`config.mk`:
```
export PLATFORM = sky130hd
export DESIGN_NAME = odt_task_file
export DESIGN_NICKNAME = d
export VERILOG_FILES = /design/src/shared/odt_pkg.sv /design/src/rtl/odt_timer.sv /design/src/rtl/odt_ident_rom.sv /design/src/rtl/odt_task_file.sv
export SDC_FILE = /design/constraint.sdc
export NUM_CORES = 1
export LEC_CHECK = 0
export BUFFER_PORTS_ARGS = -buffer_cell sky130_fd_sc_hd__buf_2
export CORE_MARGIN = 1.5
export CORE_UTILIZATION = 58
export CTS_CLUSTER_SIZE = 16
export DETAILED_ROUTE_END_ITERATION = 7
export HOLD_SLACK_MARGIN = 0.1
export PLACE_DENSITY = 0.88
export SKIP_LAST_GASP = 1
export SLEW_MARGIN = 0
export SYNTH_ARGS = -nofsm -noshare
export SYNTH_HDL_FRONTEND = slang
export SYNTH_SLANG_ARGS = --single-unit
```
`constraint.sdc`:
```
create_clock -name clk_i -period 4 [get_ports clk_i]
set_input_delay 0.6 -clock clk_i [delete_from_list [all_inputs] [get_ports clk_i]]
set_output_delay 0.6 -clock clk_i [all_outputs]
set_load 0.005 [all_outputs]
```
`src/shared/odt_pkg.sv`:
```
// constants for the optical drive task file block
package odt_pkg;
  // register byte addresses
  localparam logic [31:0] ADDR_DATA = 32'h005f7080;
  localparam logic [31:0] ADDR_ERR_FEAT = 32'h005f7084;
  localparam logic [31:0] ADDR_REASON_SCNT = 32'h005f7088;
  localparam logic [31:0] ADDR_SECNUM = 32'h005f708c;
  localparam logic [31:0] ADDR_BCNT_LO = 32'h005f7090;
  localparam logic [31:0] ADDR_BCNT_HI = 32'h005f7094;
  localparam logic [31:0] ADDR_UNIT_SEL = 32'h005f7098;
  localparam logic [31:0] ADDR_STAT_CMD = 32'h005f709c;
  // command codes
  localparam logic [7:0] CMD_NOP = 8'h00;
  localparam logic [7:0] CMD_SRST = 8'h08;
  localparam logic [7:0] CMD_DIAG = 8'h90;
  localparam logic [7:0] CMD_PKT = 8'ha0;
  localparam logic [7:0] CMD_IDENT = 8'ha1;
  localparam logic [7:0] CMD_SETF = 8'hef;
  // error register values
  localparam logic [7:0] ERR_ABORT = 8'h04;
  localparam logic [7:0] ERR_NONE = 8'h00;
  localparam logic [7:0] DIAG_OK = 8'h00;
  localparam logic [7:0] DIAG_BUF = 8'h03;
  localparam logic [7:0] DIAG_CTRL = 8'h04;
  localparam logic [7:0] DIAG_CPU = 8'h05;
  localparam logic [7:0] DIAG_SERVO = 8'h06;
  localparam logic [7:0] DIAG_OTHER = 8'h07;
  // set features fields
  localparam int unsigned FEAT_SET_BIT = 7;
  localparam logic [6:0] FEAT_XFER_MODE = 7'h03;
  localparam int unsigned FEAT_DMA_BIT = 0;
  localparam logic [4:0] METH_PIO_DEF = 5'h00;
  localparam logic [4:0] METH_PIO_FLOW = 5'h01;
  localparam logic [4:0] METH_DMA_SW = 5'h02;
  localparam logic [4:0] METH_DMA_MW = 5'h04;
  localparam logic [7:0] PIO_MODE_RST = 8'h00;
  localparam logic [7:0] DMA_MODE_RST = 8'h10;
  // unit select fixed pattern, bits 7..4
  localparam logic [3:0] UNIT_SEL_FIXED = 4'ha;
  // identify block
  localparam int unsigned IDENT_LEN = 80;
  localparam logic [15:0] IDENT_BCNT = 16'h0050;
  localparam logic [6:0] IDENT_LAST = 7'h4f;
  // timing
  localparam int unsigned CLK_NS = 4;
  localparam int unsigned CMD_BUSY_NS = 400;
  localparam int unsigned CMD_BUSY_CYC = CMD_BUSY_NS / CLK_NS;
  localparam int unsigned SRST_NS = 2000;
  localparam int unsigned SRST_CYC = (SRST_NS + CLK_NS - 1) / CLK_NS;
  localparam logic [15:0] BCNT_RST = 16'h0000;
  typedef enum logic [2:0] {
    ODT_IDLE, ODT_DISPATCH, ODT_SRST, ODT_DIAG, ODT_IDENT, ODT_PKT
  } odt_state_t;
endpackage : odt_pkg

```
`src/rtl/odt_timer.sv`:
```
// down counter that pulses when a loaded delay has run out
`timescale 1ns/1ns
module odt_timer #(
  parameter int unsigned WIDTH = 10
) (
  // clock and reset
  input wire logic clk_i,
  input wire logic nrst_i,
  // control
  input wire logic start_i,
  input wire logic [WIDTH-1:0] count_i,
  output logic done_o
);
  logic [WIDTH-1:0] cnt;
  logic run;
  always_ff @(posedge clk_i or negedge nrst_i)
  begin
    if (!nrst_i)
    begin
      cnt <= '0;
      run <= 1'b0;
      done_o <= 1'b0;
    end
    else
    begin
      done_o <= run && (cnt == '0);
      if (start_i)
      begin
        cnt <= count_i;
        run <= 1'b1;
      end
      else if (run && (cnt == '0))
        run <= 1'b0;
      else if (run)
        cnt <= cnt - 1'b1;
    end
  end
endmodule : odt_timer

```
`src/rtl/odt_ident_rom.sv`:
```
// identify data memory with registered read port
`timescale 1ns/1ns
module odt_ident_rom #(
  // arbitrary neutral identity values
  parameter logic [7:0] MAKER_ID = 8'h5a,
  parameter logic [7:0] MODEL_ID = 8'h01,
  parameter logic [7:0] VERSION_ID = 8'h01,
  parameter logic [127:0] MAKER_NAME = "GENERIC MAKER   ",
  parameter logic [127:0] MODEL_NAME = "OPTICAL DRIVE   ",
  parameter logic [127:0] FW_NAME = "FW 1.00         "
) (
  // clock
  input wire logic clk_i,
  // read port
  input wire logic [6:0] addr_i,
  output logic [7:0] data_o
);
  // ascii fields sit first character in the top byte
  function automatic logic [7:0] pick(input logic [127:0] s,
                                      input logic [3:0] i);
    pick = s[8*(15-i) +: 8];
  endfunction : pick
  logic [7:0] next_data;
  always_comb
  begin
    unique case (addr_i[6:4])
      3'h0:
        next_data = (addr_i[3:0] == 4'h0) ? MAKER_ID :
                    (addr_i[3:0] == 4'h1) ? MODEL_ID :
                    (addr_i[3:0] == 4'h2) ? VERSION_ID : 8'h00;
      3'h1: next_data = pick(MAKER_NAME, addr_i[3:0]);
      3'h2: next_data = pick(MODEL_NAME, addr_i[3:0]);
      3'h3: next_data = pick(FW_NAME, addr_i[3:0]);
      default: next_data = 8'h00;
    endcase
  end
  always_ff @(posedge clk_i)
  begin
    data_o <= next_data;
  end
endmodule : odt_ident_rom

```
`src/rtl/odt_task_file.sv`:
```
// task file register block of the optical drive, device side
`timescale 1ns/1ns
// Function
// RL1: byte count low and high bytes
// RL2: byte count ignored in dma mode
// RL3: host loads byte count before packet
// RL4: host loads total length for multi requests
// RL5: load byte count, then raise data request
// RL6: byte count frozen while data request set
// RL7: unit select fixed bits and unit field
// RL8: status read clears pending interrupt
// RL9: busy blocks command block access
// RL10: busy set within 400 ns of command
// RL11: status byte bit layout
// RL12: data request set when transfer possible
// RL13: error flag set on any error
// RL14: command valid only on code write
// RL15: recognise five supported command codes
// RL16: nop or unknown aborts with interrupt
// RL17: soft reset reinitialises, starts stopped motor
// RL18: diagnostics report, clear busy, interrupt
// RL19: diagnostics code lands in error register
// RL20: identify returns ids and ascii names
// RL21: host set features write sequence
// RL22: separate pio and dma mode selections
// RL23: reason bits with request give phase
// RL24: sector count method encodings
// RL25: host polls busy before writing
module odt_task_file
  import odt_pkg::*;
#(
  parameter int unsigned SRST_W = 10
) (
  // clock and reset
  input wire logic clk_i,
  input wire logic nrst_i,
  // register port
  input wire logic [31:0] addr_i,
  input wire logic [31:0] wdata_i,
  input wire logic we_i,
  input wire logic re_i,
  output logic [31:0] rdata_o,
  // interrupt line to host
  output logic intrq_o,
  // drive condition inputs
  input wire logic drv_ready_i,
  input wire logic fault_i,
  input wire logic seek_done_i,
  input wire logic corrected_i,
  input wire logic motor_stopped_i,
  input wire logic [7:0] disc_state_i,
  // drive engine controls
  output logic motor_start_o,
  output logic diag_start_o,
  input wire logic diag_done_i,
  input wire logic [7:0] diag_code_i,
  output logic pkt_start_o,
  output logic dma_sel_o,
  // packet transfer phases from the drive engine
  input wire logic xfer_req_i,
  input wire logic xfer_dir_i,
  input wire logic [15:0] xfer_count_i,
  input wire logic xfer_end_i,
  input wire logic cmd_done_i,
  input wire logic cmd_err_i,
  // settings out
  output logic [3:0] logical_unit_field_o,
  output logic [7:0] pio_mode_o,
  output logic [7:0] dma_mode_o
);
  import odt_pkg::*;

  function automatic logic hit(input logic [31:0] a, input logic [31:0] r);
    hit = (a == r);
  endfunction : hit

  odt_state_t state;
  odt_state_t next_state;
  logic busy;
  logic drq;
  logic io;
  logic cod;
  logic check;
  logic intr;
  logic drq_pend;
  logic [7:0] err_reg;
  logic [7:0] features;
  logic [7:0] sec_cnt;
  logic [15:0] bcount;
  logic [3:0] logical_unit_field;
  logic [7:0] cmd_code;
  logic [6:0] id_ptr;
  logic [7:0] rom_q;
  logic rd_rom;
  logic [31:0] rd_reg;
  logic srst_done;

  // host access decode
  wire wr_ok = ~busy & ~drq; // RL9 RL25
  wire wr_cmd = we_i & hit(addr_i, ADDR_STAT_CMD);
  wire cmd_take = wr_cmd & (wr_ok | (wdata_i[7:0] == CMD_SRST)); // RL14
  wire wr_feat = we_i & hit(addr_i, ADDR_ERR_FEAT) & wr_ok;
  wire wr_scnt = we_i & hit(addr_i, ADDR_REASON_SCNT) & wr_ok;
  wire wr_bc_lo = we_i & hit(addr_i, ADDR_BCNT_LO) & wr_ok; // RL6
  wire wr_bc_hi = we_i & hit(addr_i, ADDR_BCNT_HI) & wr_ok; // RL6
  wire wr_unit = we_i & hit(addr_i, ADDR_UNIT_SEL) & wr_ok;
  wire rd_stat = re_i & hit(addr_i, ADDR_STAT_CMD);
  wire rd_data = re_i & hit(addr_i, ADDR_DATA) & (state == ODT_IDENT) & drq;
  wire id_last = rd_data & (id_ptr == IDENT_LAST);

  // dispatch decode
  wire is_srst = state == ODT_DISPATCH && cmd_code == CMD_SRST;
  wire is_diag = state == ODT_DISPATCH && cmd_code == CMD_DIAG;
  wire is_pkt = state == ODT_DISPATCH && cmd_code == CMD_PKT;
  wire is_ident = state == ODT_DISPATCH && cmd_code == CMD_IDENT;
  wire is_setf = state == ODT_DISPATCH && cmd_code == CMD_SETF;
  wire known = (cmd_code == CMD_SRST) | (cmd_code == CMD_DIAG) |
               (cmd_code == CMD_PKT) | (cmd_code == CMD_IDENT) |
               (cmd_code == CMD_SETF); // RL15
  wire [4:0] meth = sec_cnt[7:3];
  wire meth_pio = (meth == METH_PIO_DEF) | (meth == METH_PIO_FLOW); // RL24
  wire meth_dma = (meth == METH_DMA_SW) | (meth == METH_DMA_MW); // RL24
  wire feat_ok = features[FEAT_SET_BIT] &
                 (features[6:0] == FEAT_XFER_MODE); // RL21
  wire setf_pio = is_setf & feat_ok & meth_pio; // RL22
  wire setf_dma = is_setf & feat_ok & meth_dma; // RL22
  wire abort = (state == ODT_DISPATCH) & (~known |
               (is_setf & ~(setf_pio | setf_dma))); // RL16
  wire setf_fin = setf_pio | setf_dma;
  wire diag_fin = (state == ODT_DIAG) & diag_done_i;
  wire pkt_req = (state == ODT_PKT) & xfer_req_i & ~drq & ~drq_pend;
  wire pkt_end = (state == ODT_PKT) & xfer_end_i & drq;
  wire pkt_fin = (state == ODT_PKT) & cmd_done_i;
  wire srst_fin = (state == ODT_SRST) & srst_done;
  wire bc_load = is_ident | (pkt_req & ~dma_sel_o); // RL2
  wire int_set = abort | setf_fin | diag_fin | pkt_fin | id_last |
                 drq_pend;

  // state sequencing
  always_comb
  begin
    next_state = state;
    unique case (state)
      ODT_IDLE: if (cmd_take) next_state = ODT_DISPATCH;
      ODT_DISPATCH:
        if (is_srst) next_state = ODT_SRST;
        else if (is_diag) next_state = ODT_DIAG;
        else if (is_pkt) next_state = ODT_PKT;
        else if (is_ident) next_state = ODT_IDENT;
        else next_state = ODT_IDLE;
      ODT_SRST: if (srst_done) next_state = ODT_IDLE;
      ODT_DIAG: if (diag_done_i) next_state = ODT_IDLE;
      ODT_IDENT: if (id_last) next_state = ODT_IDLE;
      ODT_PKT: if (cmd_done_i) next_state = ODT_IDLE;
    endcase
    if (cmd_take && cmd_code != CMD_SRST && wdata_i[7:0] == CMD_SRST)
      next_state = ODT_DISPATCH;
  end

  always_ff @(posedge clk_i or negedge nrst_i)
  begin
    if (!nrst_i)
      state <= ODT_IDLE;
    else
      state <= next_state;
  end

  always_ff @(posedge clk_i or negedge nrst_i)
  begin
    if (!nrst_i)
      cmd_code <= CMD_NOP;
    else if (cmd_take)
      cmd_code <= wdata_i[7:0];
  end

  // busy flag: set on the edge that takes the command
  always_ff @(posedge clk_i or negedge nrst_i)
  begin
    if (!nrst_i)
      busy <= 1'b0;
    else if (cmd_take | pkt_end)
      busy <= 1'b1; // RL10
    else if (abort | setf_fin | diag_fin | srst_fin | pkt_fin | drq_pend |
             is_pkt)
      busy <= 1'b0; // RL16 RL18
  end

  // data request and phase bits
  always_ff @(posedge clk_i or negedge nrst_i)
  begin
    if (!nrst_i)
    begin
      drq <= 1'b0;
      drq_pend <= 1'b0;
      io <= 1'b0;
      cod <= 1'b0;
    end
    else
    begin
      drq_pend <= bc_load | (pkt_req & dma_sel_o); // RL5
      if (drq_pend)
      begin
        drq <= 1'b1; // RL5 RL12
        io <= (state == ODT_IDENT) | xfer_dir_i; // RL23
        cod <= 1'b0; // RL23
      end
      else if (is_pkt)
      begin
        drq <= 1'b1; // RL12
        io <= 1'b0; // RL23
        cod <= 1'b1; // RL23
      end
      else if (id_last | pkt_fin)
      begin
        drq <= 1'b0;
        io <= 1'b1; // RL23
        cod <= 1'b1; // RL23
      end
      else if (pkt_end | srst_fin)
        drq <= 1'b0;
    end
  end

  // error flag and error register
  always_ff @(posedge clk_i or negedge nrst_i)
  begin
    if (!nrst_i)
    begin
      check <= 1'b0;
      err_reg <= ERR_NONE;
    end
    else if (abort)
    begin
      check <= 1'b1; // RL13 RL16
      err_reg <= ERR_ABORT; // RL16
    end
    else if (diag_fin)
    begin
      check <= 1'b0;
      err_reg <= diag_code_i; // RL18 RL19
    end
    else if (pkt_fin)
      check <= cmd_err_i; // RL13
    else if (cmd_take | srst_fin)
    begin
      check <= 1'b0;
      err_reg <= ERR_NONE;
    end
  end

  // interrupt: a new event in the clearing cycle wins
  always_ff @(posedge clk_i or negedge nrst_i)
  begin
    if (!nrst_i)
      intr <= 1'b0;
    else if (int_set)
      intr <= 1'b1;
    else if (rd_stat | srst_fin)
      intr <= 1'b0; // RL8
  end
  assign intrq_o = intr;

  // byte count, host writes only outside a data request
  always_ff @(posedge clk_i or negedge nrst_i)
  begin
    if (!nrst_i)
      bcount <= BCNT_RST;
    else if (srst_fin)
      bcount <= BCNT_RST;
    else if (is_ident)
      bcount <= IDENT_BCNT; // RL5 RL20
    else if (bc_load)
      bcount <= xfer_count_i; // RL5
    else
    begin
      if (wr_bc_lo)
        bcount[7:0] <= wdata_i[7:0]; // RL1 RL3 RL4
      if (wr_bc_hi)
        bcount[15:8] <= wdata_i[7:0]; // RL1 RL3 RL4
    end
  end

  // parameter registers of the command block
  always_ff @(posedge clk_i or negedge nrst_i)
  begin
    if (!nrst_i)
    begin
      features <= 8'h00;
      sec_cnt <= 8'h00;
      logical_unit_field <= 4'h0;
    end
    else if (srst_fin)
    begin
      features <= 8'h00;
      sec_cnt <= 8'h00;
      logical_unit_field <= 4'h0;
    end
    else
    begin
      if (wr_feat)
        features <= wdata_i[7:0];
      if (wr_scnt)
        sec_cnt <= wdata_i[7:0];
      if (wr_unit)
        logical_unit_field <= wdata_i[3:0]; // RL7
    end
  end
  assign logical_unit_field_o = logical_unit_field;

  // transfer modes, each kind set on its own
  always_ff @(posedge clk_i or negedge nrst_i)
  begin
    if (!nrst_i)
    begin
      pio_mode_o <= PIO_MODE_RST;
      dma_mode_o <= DMA_MODE_RST;
      dma_sel_o <= 1'b0;
    end
    else if (srst_fin)
    begin
      pio_mode_o <= PIO_MODE_RST; // RL17
      dma_mode_o <= DMA_MODE_RST; // RL17
      dma_sel_o <= 1'b0;
    end
    else
    begin
      if (setf_pio)
        pio_mode_o <= sec_cnt; // RL22
      if (setf_dma)
        dma_mode_o <= sec_cnt; // RL22
      if (is_pkt)
        dma_sel_o <= features[FEAT_DMA_BIT]; // RL2
    end
  end

  // engine pulses
  always_ff @(posedge clk_i or negedge nrst_i)
  begin
    if (!nrst_i)
    begin
      motor_start_o <= 1'b0;
      diag_start_o <= 1'b0;
      pkt_start_o <= 1'b0;
    end
    else
    begin
      motor_start_o <= srst_fin & motor_stopped_i; // RL17
      diag_start_o <= is_diag; // RL18
      pkt_start_o <= is_pkt;
    end
  end

  // soft reset hold time
  odt_timer #(
    .WIDTH(SRST_W)
  ) u_srst_timer (
    .clk_i(clk_i),
    .nrst_i(nrst_i),
    .start_i(is_srst),
    .count_i(SRST_W'(SRST_CYC - 1)),
    .done_o(srst_done)
  ); // RL17

  // identify data pointer
  always_ff @(posedge clk_i or negedge nrst_i)
  begin
    if (!nrst_i)
      id_ptr <= 7'h00;
    else if (is_ident)
      id_ptr <= 7'h00;
    else if (rd_data)
      id_ptr <= id_ptr + 7'h01;
  end

  odt_ident_rom u_ident_rom (
    .clk_i(clk_i),
    .addr_i(id_ptr),
    .data_o(rom_q)
  ); // RL20

  // register read side
  wire [7:0] status_byte = {busy, drv_ready_i, fault_i, seek_done_i, drq,
                            corrected_i, 1'b0, check}; // RL11 RL9
  wire [7:0] reason_byte = {6'h00, io, cod}; // RL23
  wire [7:0] unit_byte = {UNIT_SEL_FIXED, logical_unit_field}; // RL7
  wire [7:0] rd_sel =
    hit(addr_i, ADDR_STAT_CMD) ? status_byte :
    hit(addr_i, ADDR_ERR_FEAT) ? err_reg :
    hit(addr_i, ADDR_REASON_SCNT) ? reason_byte :
    hit(addr_i, ADDR_SECNUM) ? disc_state_i :
    hit(addr_i, ADDR_BCNT_LO) ? bcount[7:0] : // RL1
    hit(addr_i, ADDR_BCNT_HI) ? bcount[15:8] : // RL1
    hit(addr_i, ADDR_UNIT_SEL) ? unit_byte : 8'h00;

  always_ff @(posedge clk_i or negedge nrst_i)
  begin
    if (!nrst_i)
    begin
      rd_reg <= 32'h00000000;
      rd_rom <= 1'b0;
    end
    else
    begin
      rd_rom <= rd_data;
      rd_reg <= re_i ? {24'h000000, rd_sel} : 32'h00000000;
    end
  end

  // the memory already registers its byte, so only the lane is muxed here
  assign rdata_o = rd_rom ? {24'h000000, rom_q} : rd_reg;

endmodule : odt_task_file

```
==> results.cfg <==
[finish]
finalCoreUtilization_pct = 71.4
layout.nets = 917
area_delta_synth_final_pct = 18.7
regMostFlops = bcount
finalInstanceArea_um2 = 7810
largest_reg_flops = 16
diodes = 0
layout-drive-gt1-share_pct = 26.0
largestRegisters = bcount: 16 flops, u_srst_timer.cnt: 10 flops

[grt]
grt_overflow_total = 0
grt_pass1_vias = 5823
antenna_found_initial = 0
grt_pass1_wl_um = 28700
grt_start_max_net_pins = 57
grt_use_total_pct = 31.7

[sta]
finalSetupViolCount = 0
period_share_pct = 79.0
finalHoldViolations = 0
grt_setup_unrepaired = false
relSlewSlack_pct = 35.0
setup_ws_ns = 0.838
skew_ns = 0.00536
setup_tns_ns = 0
clock.fmax_mhz = 316
fin_crit_ns = 3.16
worstMarginPinSlew_ns = 0.973
finalMaxSlewViolations = 0

[clock_network]
cts_buffer_depth = 2
cts_tree = done
cts.repair.resized = 0
ctsHtreeMaxLevel = 4
holdBufCountCts = 0
cts_made_buffers = 17
path_clk_slew_ns = 0.06
clock_sinks = 117
cts_root_buffer = clkbuf_16
insertion_delay_ns = 0.42
postCtsSetupBuffers = 0

[synthesis]
ys_ff_latch = 117
synth_cell_types = 70
ys_top_cells_by_area = dfrtp_1, mux2i_1, mux2_2
synth-seq-area-share_pct = 44.0
syn-cell-area_um2 = 6580
yosysWarnings = 0
syn_area_per_cell_um2 = 9.44
netlist_instances = 697
synth_most_common_cell = dfrtp_1
ys_async_sr_fraction_pct = 94.0
synth_top_area_cell = dfrtp_1
synth.top_cell.area_share_pct = 41.5
synth_edf_count = 0
ys.flop_type = dfrtp_1
synth_commonest_cells = dfrtp_1, nor2_1, nand2_1

[critical_path]
r2r_start = id_ptr[1]$_DFFE_PN0P_
critPathCaptureType = register
reg2reg_depth = 6
reg2reg_to = drq$_DFFE_PN0P_
start_kind = register
critPathArrivalTime_ns = 3.47
reg2reg_slack_ns = 0.84
cp.required_ns = 4.30
critical_path_class = register to register
crit_fanout = 21
cp-startpoint = id_ptr[1]$_DFFE_PN0P_
cp-endpoint = drq$_DFFE_PN0P_

[die]
dieArea_um2 = 12000
die_x_um = 109
chipHeight_um = 109
ios = 168
num_rows = 38
core_area_um2 = 10900
initial_utilization_pct = 60.1

[placed_design]
gp_congestion = 0.870
dp_slack_ns = 1.07
hpwl_um = 12400
dpl_cell_area_um2 = 7180
port_buffers = 119

[detailed_routing]
met1Wirelength_um = 7170
dr.pass1.iters = 5
dr_wl_met2_um = 8910
drtIter0Drc = 474
via_per_inst = 6.21
vias = 5925
drc = 0
top_layer = met4
dr_wl_met3_um = 1430
antenna_left = 0
wl_per_cell_um = 18.9
routed_wirelength_um = 18100

[power]
peakVddDrop_mv = 0.380
p_per_area_nw_per_um2 = 380
fin_total_pwr_mw = 2.97
leakage_nw = 3.79

[hold_path]
holdCritPathClass = input port to asynchronous set/reset pin

[run_status]
status = finished clean

[run]
drv_cap = 0
==> per-layer routing <==
| metal | vias to the layer above | GRT usage (%) |
|---|---|---|
| met5 | - | 0 |
| met1 | 2854 | 39.1 |
| met3 | 53 | 7.41 |
| li1 | 2680 | - |
| met4 | 0 | 14.8 |
| met2 | 338 | 52.6 |
==> worst min-delay path by stage <==
stage,depth (start not counted),endpoint,slack [ns]
after global routing,1,dma_mode_o[2]$_DFFE_PN0P_,0.27
after CTS,1,dma_mode_o[3]$_DFFE_PN0P_,0.24
after detailed placement,1,pio_mode_o[4]$_DFFE_PN0P_,0.47
after global placement,1,pio_mode_o[7]$_DFFE_PN0P_,0.47
after floorplan,0,bcount[0]$_DFFE_PN0P_,0.30
final,1,dma_mode_o[3]$_DFFE_PN0P_,0.23
==> where the power goes <==
group | switching (mW) | internal (mW) | total (mW)
Clock | 0.574 | 1.04 | 1.62
Combinational | 0.0935 | 0.0593 | 0.153
Sequential | 0.00394 | 1.19 | 1.19
Total | 0.672 | 2.29 | 2.97
==> worst max-delay path, stage by stage, from the launching register on <==
cell	delay [ns]
dfrtp_1	0.75
ha_1	0.29
nand3_1	0.14
or4b_2	0.65
nor4_1	0.72
nor2_1	0.20
a41o_1	0.29
==> layout make-up <==
type	count	area, µm²
clock buffer	17	425
clock inverter	15	204
fill	783	3130
inverter	9	33.8
multi-input combinational	529	3420
sequential	117	2890
tap	140	175
timing repair buffer	127	658
==> logic make-up after synthesis <==
family / Yosys count / share of synthesized area, %
AND/OR/NAND/NOR: 289 / 23.4
other: 1 / 0.0570
flip-flops: 117 / 44.0
buffers and inverters: 74 / 5.65
AO/OA/AOI/OAI: 127 / 12.8
adder cells (fa/ha/maj): 6 / 1.10
XOR/XNOR: 11 / 1.46
multiplexers: 72 / 11.5
==> cells in the final DEF (no fill, tap or decap), types with 5 or more instances in the layout <==
cell type	count
dfrtp_1	109
ha_1	5
nor3b_1	5
xnor2_1	10
buf_2	118
or4_1	6
nand2b_1	10
nor3_1	18
a21oi_1	25
inv_1	9
mux2_2	31
nand4_1	9
or3_1	6
nor2b_1	11
nand3_1	29
nand3b_1	5
buf_4	9
clkbuf_16	17
conb_1	24
and3_1	8
dfxtp_1	7
o31ai_1	7
a22o_1	8
mux2i_1	41
or2_2	5
o21ai_0	41
nand2_1	60
nor4_1	11
a22oi_1	7
and2_1	7
nor2_1	76
==> per-stage QoR <==
stage	std cells	hold slack, ns
after floorplan	720	0.304
after global placement	922	0.466
after CTS	954	0.244
final	954	0.226
after global routing	954	0.273
after detailed placement	922	0.470
(Power assumes the default switching activity.)
